==> config.mk <==
export PLATFORM = sky130hd
export DESIGN_NAME = wkd_wake_detect
export DESIGN_NICKNAME = d
export VERILOG_FILES = /design/src/rtl/wkd_pkg.sv /design/src/rtl/wkd_crc16.sv /design/src/rtl/wkd_wake_detect.sv
export SDC_FILE = /design/constraint.sdc
export NUM_CORES = 1
export LEC_CHECK = 0
export CORE_ASPECT_RATIO = 2
export CORE_MARGIN = 8
export CORE_UTILIZATION = 35
export CTS_CLUSTER_SIZE = 24
export DETAILED_ROUTE_END_ITERATION = 10
export DONT_BUFFER_PORTS = 1
export GPL_TIMING_DRIVEN = 0
export SYNTH_ARGS = -nofsm -noshare
export SYNTH_HDL_FRONTEND = slang
export SYNTH_SLANG_ARGS = --single-unit
==> constraint.sdc <==
create_clock -name clk -period 6.8 [get_ports clk]
set_input_delay 1.36 -clock clk [delete_from_list [all_inputs] [get_ports clk]]
set_output_delay 1.36 -clock clk [all_outputs]
set_load 0.005 [all_outputs]
==> src/rtl/wkd_pkg.sv <==
// wkd_pkg: shared constants and types of the wake-up detector
package wkd_pkg;
  // filter configuration port words, in write order
  localparam logic [2:0] CFG_MASK0 = 3'h0;
  localparam logic [2:0] CFG_MASK3 = 3'h3;
  localparam logic [2:0] CFG_CMD = 3'h4;
  localparam logic [2:0] CFG_OFFS = 3'h5;
  localparam logic [2:0] CFG_CRC01 = 3'h6;
  localparam logic [2:0] CFG_CRC23 = 3'h7;
  localparam logic [2:0] CFG_PTR_RST = 3'h0;
  localparam int unsigned NUM_FILT = 4;
  // field layout
  localparam int unsigned MASK_W = 31;
  localparam logic [10:0] MASK_SPAN = 11'h01F;
  localparam int unsigned CMD_STRIDE = 8;
  localparam int unsigned CMD_EN_BIT = 0;
  localparam int unsigned CMD_MCAST_BIT = 3;
  localparam int unsigned OFFS_W = 8;
  localparam int unsigned CRC_W = 16;
  localparam logic [30:0] MASK_RST = 31'h0000_0000;
  localparam logic [3:0] CMD_RST = 4'h0;
  localparam logic [7:0] OFFS_RST = 8'h00;
  localparam logic [15:0] CRC_RST = 16'h0000;
  // control and status word
  localparam int unsigned CSR_MAGIC_PKT_ENABLE = 1;
  localparam int unsigned CSR_WAKE_FRAME_DETECT_ENABLE = 2;
  localparam int unsigned CSR_MPR = 5;
  localparam int unsigned CSR_WAKE_FRAME_RECEIVED_FLAG = 6;
  localparam int unsigned CSR_IRQEN = 8;
  localparam int unsigned CSR_PMEEN = 9;
  localparam int unsigned CSR_HIT_LSB = 16;
  localparam int unsigned CSR_PTR_LSB = 24;
  // frame layout and magic packet
  localparam int unsigned POS_W = 11;
  localparam logic [10:0] POS_MAX = 11'h7FF;
  localparam logic [10:0] HDR_LEN = 11'h00C;
  localparam logic [10:0] DA_LEN = 11'h006;
  localparam logic [7:0] SYNC_BYTE = 8'hFF;
  localparam logic [2:0] SYNC_LAST = 3'h5;
  localparam logic [2:0] ADDR_LAST = 3'h5;
  localparam logic [4:0] COPY_LAST = 5'h0F;
  // byte-serial crc-16, reflected polynomial
  localparam logic [15:0] CRC_POLY = 16'hA001;
  localparam logic [15:0] CRC_INIT = 16'hFFFF;

  typedef enum logic [1:0] {
    MS_SYNC = 2'b00,
    MS_ADDR = 2'b01,
    MS_DONE = 2'b11
  } wkd_magic_t;
endpackage

==> src/rtl/wkd_crc16.sv <==
// wkd_crc16: byte-serial crc-16 accumulator for one wake-up filter
module wkd_crc16 (
  input wire logic clk,
  input wire logic rst_b,
  input wire logic start,
  input wire logic feed,
  input wire logic [7:0] data,
  output logic [15:0] crc,
  output logic [15:0] crcNxt
);
  logic [15:0] crc_r;
  logic [15:0] base;

  function automatic logic [15:0] crcByte(input logic [15:0] c, input logic [7:0] d);
    logic [15:0] v;
    v = c ^ {8'h00, d};
    for (int b = 0; b < 8; b++) begin
      v = v[0] ? ((v >> 1) ^ wkd_pkg::CRC_POLY) : (v >> 1);
    end
    crcByte = v;
  endfunction

  // a frame start restarts the sum even when its own byte is fed
  always_comb begin
    base = start ? wkd_pkg::CRC_INIT : crc_r;
    crcNxt = feed ? crcByte(base, data) : base;
  end

  always_ff @(posedge clk or negedge rst_b) begin
    if (!rst_b) begin
      crc_r <= wkd_pkg::CRC_INIT;
    end else begin
      crc_r <= crcNxt;
    end
  end

  assign crc = crc_r;
endmodule

==> src/rtl/wkd_wake_detect.sv <==
// wkd_wake_detect: wake-up frame filters and magic packet detector
// Summary of operation
// - mask bit j feeds byte offset+j; bit31 ignored
// - command bit 3 picks multicast or unicast
// - command bit 0 enables filter; 2:1 reserved
// - 8-bit offset counts from first DA byte
// - expected crc equals computed crc means wake
// - four mask words, then packed command word
// - packed offset word, then two crc words
// - magic enable suppresses normal reception
// - magic detection sets received flag, notifies
// - clearing both magic and wake enables resumes reception
// - magic check on station, broadcast, multicast
// - after addresses, find six FF bytes
// - then sixteen back-to-back station addresses
// - broken run returns to sync search
// - copies count only right after sync
// - wake enable runs filters, sets flag
// - config writes load eight words in order
// - wake needs address type and crc match
// - broadcast wake ignores broadcast blocking
module wkd_wake_detect (
  input wire logic clk,
  input wire logic rst_b,
  input wire logic wakeFilterConfigPortWrEn,
  input wire logic [31:0] wakeFilterConfigPortWr,
  input wire logic wakeControlStatusRegWrEn,
  input wire logic [31:0] wakeControlStatusRegWr,
  output logic [31:0] wakeControlStatusRegRd,
  input wire logic [47:0] stationAddr,
  input wire logic rxValid,
  input wire logic rxSof,
  input wire logic rxEof,
  input wire logic [7:0] rxData,
  output logic rxNormalEn,
  output logic irqOut,
  output logic powerEventOutput
);
  // filter configuration
  logic [2:0] cfgPtr_r;
  logic [30:0] mask_r [4];
  logic [3:0] cmd_r [4];
  logic [7:0] offs_r [4];
  logic [15:0] crcExp_r [4];

  // control and status
  logic magicPktEnable_r;
  logic wakeFrameDetectEnable_r;
  logic magicPktReceivedFlag_r;
  logic wakeFrameReceivedFlag_r;
  logic irqNotifyEn_r;
  logic pmeNotifyEn_r;
  logic [3:0] filterHit_r;

  // frame tracking
  logic [10:0] pos_r;
  logic [10:0] pos;
  logic [10:0] posNxt;
  logic daStation_r;
  logic daBcast_r;
  logic daMcast_r;
  logic daStationNxt;
  logic daBcastNxt;
  logic daMcastNxt;

  // magic packet search
  wkd_pkg::wkd_magic_t state_r;
  wkd_pkg::wkd_magic_t stateNxt;
  logic [2:0] ffCnt_r;
  logic [2:0] ffCntNxt;
  logic [2:0] byteIdx_r;
  logic [2:0] byteIdxNxt;
  logic [4:0] copyCnt_r;
  logic [4:0] copyCntNxt;
  logic magicFound;
  logic magicAddrOk;
  logic magicSet;

  // wake filters
  logic [3:0] feed;
  logic [15:0] crcNxt [4];
  logic [3:0] filtMatch;
  logic wakeSet;
  logic ctlWr;

  function automatic logic [7:0] stationByte(input logic [47:0] addr, input logic [2:0] idx);
    stationByte = addr[8 * idx +: 8];
  endfunction

  function automatic logic feedByte(input logic [30:0] mask, input logic [7:0] offs, input logic [10:0] p);
    logic [10:0] rel;
    rel = p - {3'h0, offs};
    feedByte = (p >= {3'h0, offs}) && (rel < wkd_pkg::MASK_SPAN) && mask[rel[4:0]];
  endfunction

  assign ctlWr = wakeControlStatusRegWrEn;

  // ---- filter configuration port ----
  always_ff @(posedge clk or negedge rst_b) begin
    if (!rst_b) begin
      cfgPtr_r <= wkd_pkg::CFG_PTR_RST;
    end else if (wakeFilterConfigPortWrEn) begin
      cfgPtr_r <= cfgPtr_r + 3'h1;
    end
  end

  always_ff @(posedge clk or negedge rst_b) begin
    if (!rst_b) begin
      for (int i = 0; i < 4; i++) begin
        mask_r[i] <= wkd_pkg::MASK_RST;
        cmd_r[i] <= wkd_pkg::CMD_RST;
        offs_r[i] <= wkd_pkg::OFFS_RST;
        crcExp_r[i] <= wkd_pkg::CRC_RST;
      end
    end else if (wakeFilterConfigPortWrEn) begin
      unique case (cfgPtr_r)
        wkd_pkg::CFG_CMD: begin
          for (int i = 0; i < 4; i++) begin
            cmd_r[i] <= wakeFilterConfigPortWr[wkd_pkg::CMD_STRIDE * i +: 4];
          end
        end
        wkd_pkg::CFG_OFFS: begin
          for (int i = 0; i < 4; i++) begin
            offs_r[i] <= wakeFilterConfigPortWr[wkd_pkg::OFFS_W * i +: 8];
          end
        end
        wkd_pkg::CFG_CRC01: begin
          crcExp_r[0] <= wakeFilterConfigPortWr[15:0];
          crcExp_r[1] <= wakeFilterConfigPortWr[31:16];
        end
        wkd_pkg::CFG_CRC23: begin
          crcExp_r[2] <= wakeFilterConfigPortWr[15:0];
          crcExp_r[3] <= wakeFilterConfigPortWr[31:16];
        end
        default: begin
          // words 0..3: byte masks, filter 0 first; top bit dropped
          mask_r[cfgPtr_r[1:0]] <= wakeFilterConfigPortWr[30:0];
        end
      endcase
    end
  end

  // ---- control word: enables and notify selects ----
  always_ff @(posedge clk or negedge rst_b) begin
    if (!rst_b) begin
      magicPktEnable_r <= 1'b0;
      wakeFrameDetectEnable_r <= 1'b0;
      irqNotifyEn_r <= 1'b0;
      pmeNotifyEn_r <= 1'b0;
    end else if (ctlWr) begin
      magicPktEnable_r <= wakeControlStatusRegWr[wkd_pkg::CSR_MAGIC_PKT_ENABLE];
      wakeFrameDetectEnable_r <= wakeControlStatusRegWr[wkd_pkg::CSR_WAKE_FRAME_DETECT_ENABLE];
      irqNotifyEn_r <= wakeControlStatusRegWr[wkd_pkg::CSR_IRQEN];
      pmeNotifyEn_r <= wakeControlStatusRegWr[wkd_pkg::CSR_PMEEN];
    end
  end

  // ---- frame position and destination address class ----
  always_comb begin
    pos = rxSof ? 11'h000 : pos_r;
    posNxt = (pos == wkd_pkg::POS_MAX) ? pos : pos + 11'h001;
    daStationNxt = daStation_r;
    daBcastNxt = daBcast_r;
    daMcastNxt = daMcast_r;
    if (rxValid && pos < wkd_pkg::DA_LEN) begin
      daStationNxt = (rxSof ? 1'b1 : daStation_r) && (rxData == stationByte(stationAddr, pos[2:0]));
      daBcastNxt = (rxSof ? 1'b1 : daBcast_r) && (rxData == wkd_pkg::SYNC_BYTE);
      if (rxSof) begin
        daMcastNxt = rxData[0];
      end
    end
  end

  always_ff @(posedge clk or negedge rst_b) begin
    if (!rst_b) begin
      pos_r <= 11'h000;
      daStation_r <= 1'b0;
      daBcast_r <= 1'b0;
      daMcast_r <= 1'b0;
    end else if (rxValid) begin
      pos_r <= posNxt;
      daStation_r <= daStationNxt;
      daBcast_r <= daBcastNxt;
      daMcast_r <= daMcastNxt;
    end
  end

  // ---- wake-up frame filters ----
  for (genvar g = 0; g < 4; g++) begin : gFilt
    assign feed[g] = rxValid && feedByte(mask_r[g], offs_r[g], pos);

    wkd_crc16 uCrc (
      .clk(clk),
      .rst_b(rst_b),
      .start(rxValid && rxSof),
      .feed(feed[g]),
      .data(rxData),
      .crc(),
      .crcNxt(crcNxt[g])
    );
  end

  // evaluated on the last byte, whose own crc contribution is included
  always_comb begin
    for (int i = 0; i < 4; i++) begin
      filtMatch[i] = rxValid && rxEof && wakeFrameDetectEnable_r
        && cmd_r[i][wkd_pkg::CMD_EN_BIT]
        && (cmd_r[i][wkd_pkg::CMD_MCAST_BIT] ? daMcastNxt : daStationNxt)
        && (crcNxt[i] == crcExp_r[i]);
    end
    wakeSet = |filtMatch;
  end

  // ---- magic packet search ----
  always_comb begin
    stateNxt = state_r;
    ffCntNxt = ffCnt_r;
    byteIdxNxt = byteIdx_r;
    copyCntNxt = copyCnt_r;
    magicFound = 1'b0;
    if (rxValid && rxSof) begin
      stateNxt = wkd_pkg::MS_SYNC;
      ffCntNxt = 3'h0;
      byteIdxNxt = 3'h0;
      copyCntNxt = 5'h00;
    end else if (rxValid && magicPktEnable_r && pos >= wkd_pkg::HDR_LEN) begin
      unique case (state_r)
        wkd_pkg::MS_SYNC: begin
          if (rxData == wkd_pkg::SYNC_BYTE) begin
            if (ffCnt_r == wkd_pkg::SYNC_LAST) begin
              stateNxt = wkd_pkg::MS_ADDR;
              ffCntNxt = 3'h0;
              byteIdxNxt = 3'h0;
              copyCntNxt = 5'h00;
            end else begin
              ffCntNxt = ffCnt_r + 3'h1;
            end
          end else begin
            ffCntNxt = 3'h0;
          end
        end
        wkd_pkg::MS_ADDR: begin
          if (rxData == stationByte(stationAddr, byteIdx_r)) begin
            if (byteIdx_r == wkd_pkg::ADDR_LAST) begin
              byteIdxNxt = 3'h0;
              if (copyCnt_r == wkd_pkg::COPY_LAST) begin
                stateNxt = wkd_pkg::MS_DONE;
                magicFound = 1'b1;
              end else begin
                copyCntNxt = copyCnt_r + 5'h01;
              end
            end else begin
              byteIdxNxt = byteIdx_r + 3'h1;
            end
          end else if (rxData == wkd_pkg::SYNC_BYTE && byteIdx_r == 3'h0 && copyCnt_r == 5'h00) begin
            // a sync run longer than six bytes still precedes the copies
            stateNxt = wkd_pkg::MS_ADDR;
          end else begin
            stateNxt = wkd_pkg::MS_SYNC;
            ffCntNxt = (rxData == wkd_pkg::SYNC_BYTE) ? 3'h1 : 3'h0;
            byteIdxNxt = 3'h0;
            copyCntNxt = 5'h00;
          end
        end
        wkd_pkg::MS_DONE: begin
          stateNxt = wkd_pkg::MS_DONE;
        end
        default: begin
          stateNxt = wkd_pkg::MS_SYNC;
        end
      endcase
    end
  end

  always_ff @(posedge clk or negedge rst_b) begin
    if (!rst_b) begin
      state_r <= wkd_pkg::MS_SYNC;
      ffCnt_r <= 3'h0;
      byteIdx_r <= 3'h0;
      copyCnt_r <= 5'h00;
    end else begin
      state_r <= stateNxt;
      ffCnt_r <= ffCntNxt;
      byteIdx_r <= byteIdxNxt;
      copyCnt_r <= copyCntNxt;
    end
  end

  // multicast includes broadcast, since its group bit is set
  assign magicAddrOk = daStation_r || daBcast_r || daMcast_r;
  assign magicSet = magicFound && magicAddrOk;

  // ---- sticky flags: a set in the clearing cycle wins ----
  always_ff @(posedge clk or negedge rst_b) begin
    if (!rst_b) begin
      magicPktReceivedFlag_r <= 1'b0;
    end else if (magicSet) begin
      magicPktReceivedFlag_r <= 1'b1;
    end else if (ctlWr && wakeControlStatusRegWr[wkd_pkg::CSR_MPR]) begin
      magicPktReceivedFlag_r <= 1'b0;
    end
  end

  always_ff @(posedge clk or negedge rst_b) begin
    if (!rst_b) begin
      wakeFrameReceivedFlag_r <= 1'b0;
    end else if (wakeSet) begin
      wakeFrameReceivedFlag_r <= 1'b1;
    end else if (ctlWr && wakeControlStatusRegWr[wkd_pkg::CSR_WAKE_FRAME_RECEIVED_FLAG]) begin
      wakeFrameReceivedFlag_r <= 1'b0;
    end
  end

  // which filters matched; cleared with the wake flag
  always_ff @(posedge clk or negedge rst_b) begin
    if (!rst_b) begin
      filterHit_r <= 4'h0;
    end else if (wakeSet) begin
      filterHit_r <= filterHit_r | filtMatch;
    end else if (ctlWr && wakeControlStatusRegWr[wkd_pkg::CSR_WAKE_FRAME_RECEIVED_FLAG]) begin
      filterHit_r <= 4'h0;
    end
  end

  // ---- outputs ----
  always_comb begin
    wakeControlStatusRegRd = 32'h0000_0000;
    wakeControlStatusRegRd[wkd_pkg::CSR_MAGIC_PKT_ENABLE] = magicPktEnable_r;
    wakeControlStatusRegRd[wkd_pkg::CSR_WAKE_FRAME_DETECT_ENABLE] = wakeFrameDetectEnable_r;
    wakeControlStatusRegRd[wkd_pkg::CSR_MPR] = magicPktReceivedFlag_r;
    wakeControlStatusRegRd[wkd_pkg::CSR_WAKE_FRAME_RECEIVED_FLAG] = wakeFrameReceivedFlag_r;
    wakeControlStatusRegRd[wkd_pkg::CSR_IRQEN] = irqNotifyEn_r;
    wakeControlStatusRegRd[wkd_pkg::CSR_PMEEN] = pmeNotifyEn_r;
    wakeControlStatusRegRd[wkd_pkg::CSR_HIT_LSB +: 4] = filterHit_r;
    wakeControlStatusRegRd[wkd_pkg::CSR_PTR_LSB +: 3] = cfgPtr_r;
  end

  // either detection mode holds off normal reception
  assign rxNormalEn = !(magicPktEnable_r || wakeFrameDetectEnable_r);
  assign irqOut = irqNotifyEn_r && (magicPktReceivedFlag_r || wakeFrameReceivedFlag_r);
  assign powerEventOutput = pmeNotifyEn_r && (magicPktReceivedFlag_r || wakeFrameReceivedFlag_r);
endmodule

After elaboration in Yosys (flattened, before gate mapping)
Cells that the tools add are included.
Widths: inputs -> output; s select.

word-level totals
  flip-flop bits (word level) = 340
  input port bits = 127
  output and inout bits = 35
  logic and storage cells = 299

cells by class
  $add $sub $neg = 9
  magnitude comparators = 16
  equal/unequal tests = 25
  shift operators = 2
  multiplexer cells = 108
  bitwise operators = 39
  reduce and logical (&&, ||, !) cells = 64

operators with widths
  cell                 count
  $mux 16              40
  $bwmux 124           1
  $not 2->3            33
  $shiftx 48x7->8      2
  $eq 16x16->1         4
  $xor 16x8->16        4
  $demux 31 s2         1
  $ge 11x8->1          4
  $lt 11x5->1 const B  4
  $sub 11x8->11        4
  $logic_and 1x1->1    40
  $mux 5               8
  $mux 3               13
  $mux 31              1
  $mux 1               25
  $lt 5x6->1 const B   4
  $mux 11              2
  $bmux 1 s5           4
  $eq 3x3->1 const B   6
  $eq 8x8->1           2
  $ne 4x3->1 const B   4
  $mux 2               7
  $ne 3x2->1 const B   4
  $pmux 3 s2           2
  other kinds (29)     44

Longest topological paths before layout
  depth after elaboration = 24
  mapped depth = 21
  mapped depth without buffers = 16

Cells and area by module
Synthesis repeated with hierarchy kept, for this count alone.

second synthesis, totals
  cell total of the unflattened synthesis = 1759
  area total of the unflattened synthesis = 19463.7 um^2

modules (own cells, without submodules)
  module           instances  cells an instance  area each (um^2)  sequential area each (um^2)
  wkd_wake_detect  1          1303               15219.6           6706.4
  wkd_crc16        4          114                1061.0            420.4

Worst setup path before layout
Ideal clock, no wire load.

  kind = in2reg
  start point = input port rxSof
  end point = register filterHit_r[3]
  setup time = 119 ps
  arrival time = 6005 ps
  data required time = 6681 ps
  setup slack = 676 ps
  cell stages on the path = 20
  cells stage by stage = buf_4 -> buf_2 -> buf_4 -> nor2b_1 -> inv_1 -> fa_1 -> buf_1 -> mux4_2 -> mux2_2 -> or3_1 -> nand4_1 -> clkbuf_1 -> nor2_1 -> buf_2 -> o31ai_1 -> xnor2_1 -> nor4_1 -> a22o_2 -> nor4b_4 -> o21ba_1

between the ends
  longest elaborated chain between the ends = 18
  elaborated cells on any way between the ends = 139

ends and longest elaborated chain
  what                                                    RTL line                source
  start: declaration                                      wkd_wake_detect.sv:32   input wire logic rxSof,
  branches (longest 18 deep; another with $sub 11x8->11)  -
  end signal: assignment                                  wkd_wake_detect.sv:319  filterHit_r <= filterHit_r | filtMatch;
  end: declaration                                        wkd_wake_detect.sv:53   logic [3:0] filterHit_r;

Several ways; the timed one is not identified. The select of a mux whose other input is x is not followed.
A chain may end at the register's enable or synchronous reset.

Final worst setup path
  start point = input port rxSof
  end point = register state_r[0]

between the ends
  longest elaborated chain between the ends = 5
  elaborated cells on any way between the ends = 11

ends and longest elaborated chain
  what                         RTL line                source
  $mux 11                      wkd_wake_detect.sv:160  pos = rxSof ? 11'h000 : pos_r;
  $ge 11x4->1                  wkd_wake_detect.sv:226  end else if (rxValid && magicPktEnable_r && pos >= wkd_pkg::HDR_LEN) begin
  $logic_and 1x1->1            wkd_wake_detect.sv:226
  $reduce_bool 2->1 (no line)  -
  $reduce_and 5->1 (no line)   -
  end signal: assignment       wkd_wake_detect.sv:277  state_r <= wkd_pkg::MS_SYNC;
  end signal: assignment       wkd_wake_detect.sv:282  state_r <= stateNxt;
  end: declaration             wkd_wake_detect.sv:67   wkd_pkg::wkd_magic_t state_r;

Several ways; a longest one is shown, not always the timed one.

==> flow_summary.yaml <==
outcome:
  outcome: "completed"
worst_setup_path:
  cp.arrival_ns: 7.18
  r2r-start: "pos_r[2]"
  cp-start-kind: "primary input"
  cp_data_required_time_ns: 7.33
  cp_max_fo: 10
  critPathKind: "primary input to flop"
  endpoint_kind: "flop"
  crit_start: "rxSof"
power:
  p_sw_share_pct: 36.8
  power_switching_mw: 3.27
  p_leak_nw: 9.87
  p_int_mw: 5.62
  ir_drop_v: 0.000269
  clkPwrFrac_pct: 21.1
  powerDensity_nw_per_um2: 371
  combPwrFrac_pct: 42.4
  seqPwrFrac_pct: 36.5
placement:
  dp.cells: 2927
  gp_congestion: 0.948
  io_buffers: 0
  dp_slack_ns: -2.80
  placed_cell_area_sq_um: 22800
  dpl.hpwl_um: 64100
yosys:
  synth_top_flop_cell: "dfrtp_1"
  synth_warnings: 0
  seq_area_frac_synth_pct: 38.6
  syn_inst: 2123
  synth_edf_count: 0
  ys_async_sr_fraction_pct: 100
  ys_ff_latch: 332
  synth_cell_types: 116
  avgSynthCellArea_sq_um: 10.2
  syn-cell-area_sq_um: 21700
floorplanning:
  rows: 129
  pin_count: 162
  die_h_um: 368
  die_w_um: 192
  start_util_pct: 35.2
  core_area_sq_um: 61700
  die_area_sq_um: 70800
timing:
  finalHoldViolations: 0
  fin_skew_ns: 0.0203
  worst_slack_ns: 0.150
  finalSetupViolCount: 0
  relSlewSlack_pct: 2.48
  fin_crit_ns: 6.65
  fin_tns_setup_ns: 0
  grt_setup_unrepaired: "false"
  slew_viol_final: 0
  min_period_over_period_pct: 97.8
  worstMarginPinSlew_ns: 1.46
  fmax_ghz: 0.150
detailed_routing:
  drcViolationCount: 0
  drt_iter0_markers: 1274
  wire_per_inst_um: 27.8
  via_count: 17600
  postRouteAntennaNets: 0
  vias_per_cell: 5.87
  drt-pass1-iter-count: 6
  routed_wl_um: 83200
global_route:
  gr-usage-all-layers_pct: 23.1
  grt_overflow_total: 0
  grt_pass1_wl_um: 121000
  antenna_found_initial: 1
  grt_pass1_vias: 18000
  grt_max_degree: 333
clock_network:
  clock_latency_ns: 0.61
  holdBufCountCts: 0
  ctsRootBufferMaster: "clkbuf_16"
  ctsHtreeMaxLevel: 1
  cts.clk_slew.worst_paths_ns: 0.07
  cts_tree: "built"
  clock_sinks: 332
  clock_path_buffers: 3
  cts_made_buffers: 31
finish:
  drive_gt1_share_pct: 23.3
  final_common_cell: "dfrtp_1"
  antenna_cells: 0
  mostFrequentLayoutCells: "dfrtp_1 (268), mux2_2 (247), nor2_1 (144), nand2_1 (138), xnor2_1 (111)"
  design_area_sq_um: 24000
  synthToLayoutAreaGrowth_pct: 10.3
  final_nets: 2350
  fin_cells: 2991
  nFillCells: 6104
job:
  drv_cap: 0
min_path:
  hold_class: "primary input to asynchronous set/reset pin"
## critical path, cell delays in order
cell             delay (ns)
buf_4                  0.17
nand2_1                0.27
clkbuf_1               0.60
clkbuf_1               0.70
clkbuf_1               0.79
buf_1                  0.84
clkbuf_1               0.73
buf_1                  0.49
clkdlybuf4s15_1        0.83
o31ai_1                0.18
a21oi_1                0.18
## power by group through the flow
| stage | Combinational [mW] | Sequential, mW | Clock, mW |
|---|---|---|---|
| 2_1_floorplan | 2.89 | 3.05 | 0 |
| 3_3_place_gp | 3.63 | 3.21 | 0 |
| 3_5_place_dp | 3.70 | 3.26 | 0 |
| 4_1_cts | 3.76 | 3.23 | 1.91 |
| 5_1_grt | 4.05 | 3.32 | 1.97 |
| 6_report | 3.77 | 3.24 | 1.88 |
## per-layer routing
layer  vias to the layer above  GRT usage, %  wire length [um]
met5                         -             0                 0
met4                         0          16.1              6690
li1                       7788             -                 -
met1                      8853          23.2             28000
met3                       245          2.91              4170
met2                       681          43.0             44300
## synth_stat cells, types with 26 or more instances
cell type	n	area (sq um)
a21oi_1	102	510
buf_4	35	263
clkbuf_1	63	236
dfrtp_1	268	6710
dfstp_2	64	1680
ha_1	37	463
inv_1	96	360
mux2_2	247	2780
mux2i_1	66	661
mux4_2	26	586
nand2_1	138	518
nand3_1	53	265
nor2_1	144	541
nor3_1	44	220
o21ai_0	71	355
xnor2_1	111	972
xor2_1	69	604
## state kept, by name, summed over array words and instances (netlist names)
| signal | flops |
|---|---|
| state_r | 2 |
| byteIdx_r | 3 |
| daStation_r | 1 |
| cfgPtr_r | 3 |
| magicPktEnable_r | 1 |
| magicPktReceivedFlag_r | 1 |
| gFilt.uCrc.crc | 64 |
| cmd_r | 8 |
| wakeFrameReceivedFlag_r | 1 |
| mask_r | 124 |
| offs_r | 32 |
| pos_r | 11 |
| irqNotifyEn_r | 1 |
| filterHit_r | 4 |
| pmeNotifyEn_r | 1 |
| daBcast_r | 1 |
| copyCnt_r | 5 |
| wakeFrameDetectEnable_r | 1 |
| crcExp_r | 64 |
| daMcast_r | 1 |
| ffCnt_r | 3 |
## final cells by class
cell class | instances | area, sq um | share of cell area, %
timing repair buffer | 12 | 87.6 | 0.366
sequential | 332 | 8390 | 35.0
clock inverter | 13 | 184 | 0.768
inverter | 97 | 368 | 1.54
buffer | 141 | 737 | 3.08
multi-input combinational | 1567 | 12300 | 51.5
clock buffer | 43 | 871 | 3.63
tap | 786 | 983 | 4.10
## metrics by stage
stage | util, % | hold slack [ns] | power (mW)
after global placement | 36.9 | 0.481 | 6.84
after global routing | 38.9 | 0.458 | 9.34
after detailed placement | 36.9 | 0.488 | 6.97
after floorplan | - | 0.467 | 5.94
after CTS | 38.8 | 0.450 | 8.89
final | 38.9 | 0.480 | 8.89
## repair_timing
item	CTS	global route
pin swaps	2	0
resized for setup	10	2
setup endpoints to repair	28	5
cloned	0	0
buffers inserted	10	0
## kinds of logic (layout without fill, tap and decap cells)
| logic type | Yosys count | in the layout | share of synthesized area [%] |
|---|---|---|---|
| other | 1 | 19 | 0.0173 |
| buffers and inverters | 242 | 306 | 5.10 |
| muxes | 344 | 344 | 19.1 |
| and+or+nand+nor | 556 | 556 | 13.1 |
| AOI/OAI and AO/OA | 413 | 413 | 13.2 |
| adders and majority gates | 45 | 45 | 2.69 |
| xor gates and xnor gates | 190 | 190 | 8.23 |
| DFF | 332 | 332 | 38.6 |
## path summary, 6_finish.rpt
path                                   to  slack (ns)  cells past startpoint
setup / recovery               state_r[0]        0.15                     11
hold / removal               crcExp_r[19]        0.48                      0
setup reg to reg           filterHit_r[3]        1.02                     19
hold reg to reg               mask_r[107]        0.50                      1
max in group asynchronous        pos_r[0]        5.18                      0
min in group clk              mask_r[107]        0.50                      1
Note: power is estimated with default switching activity, not from simulation.
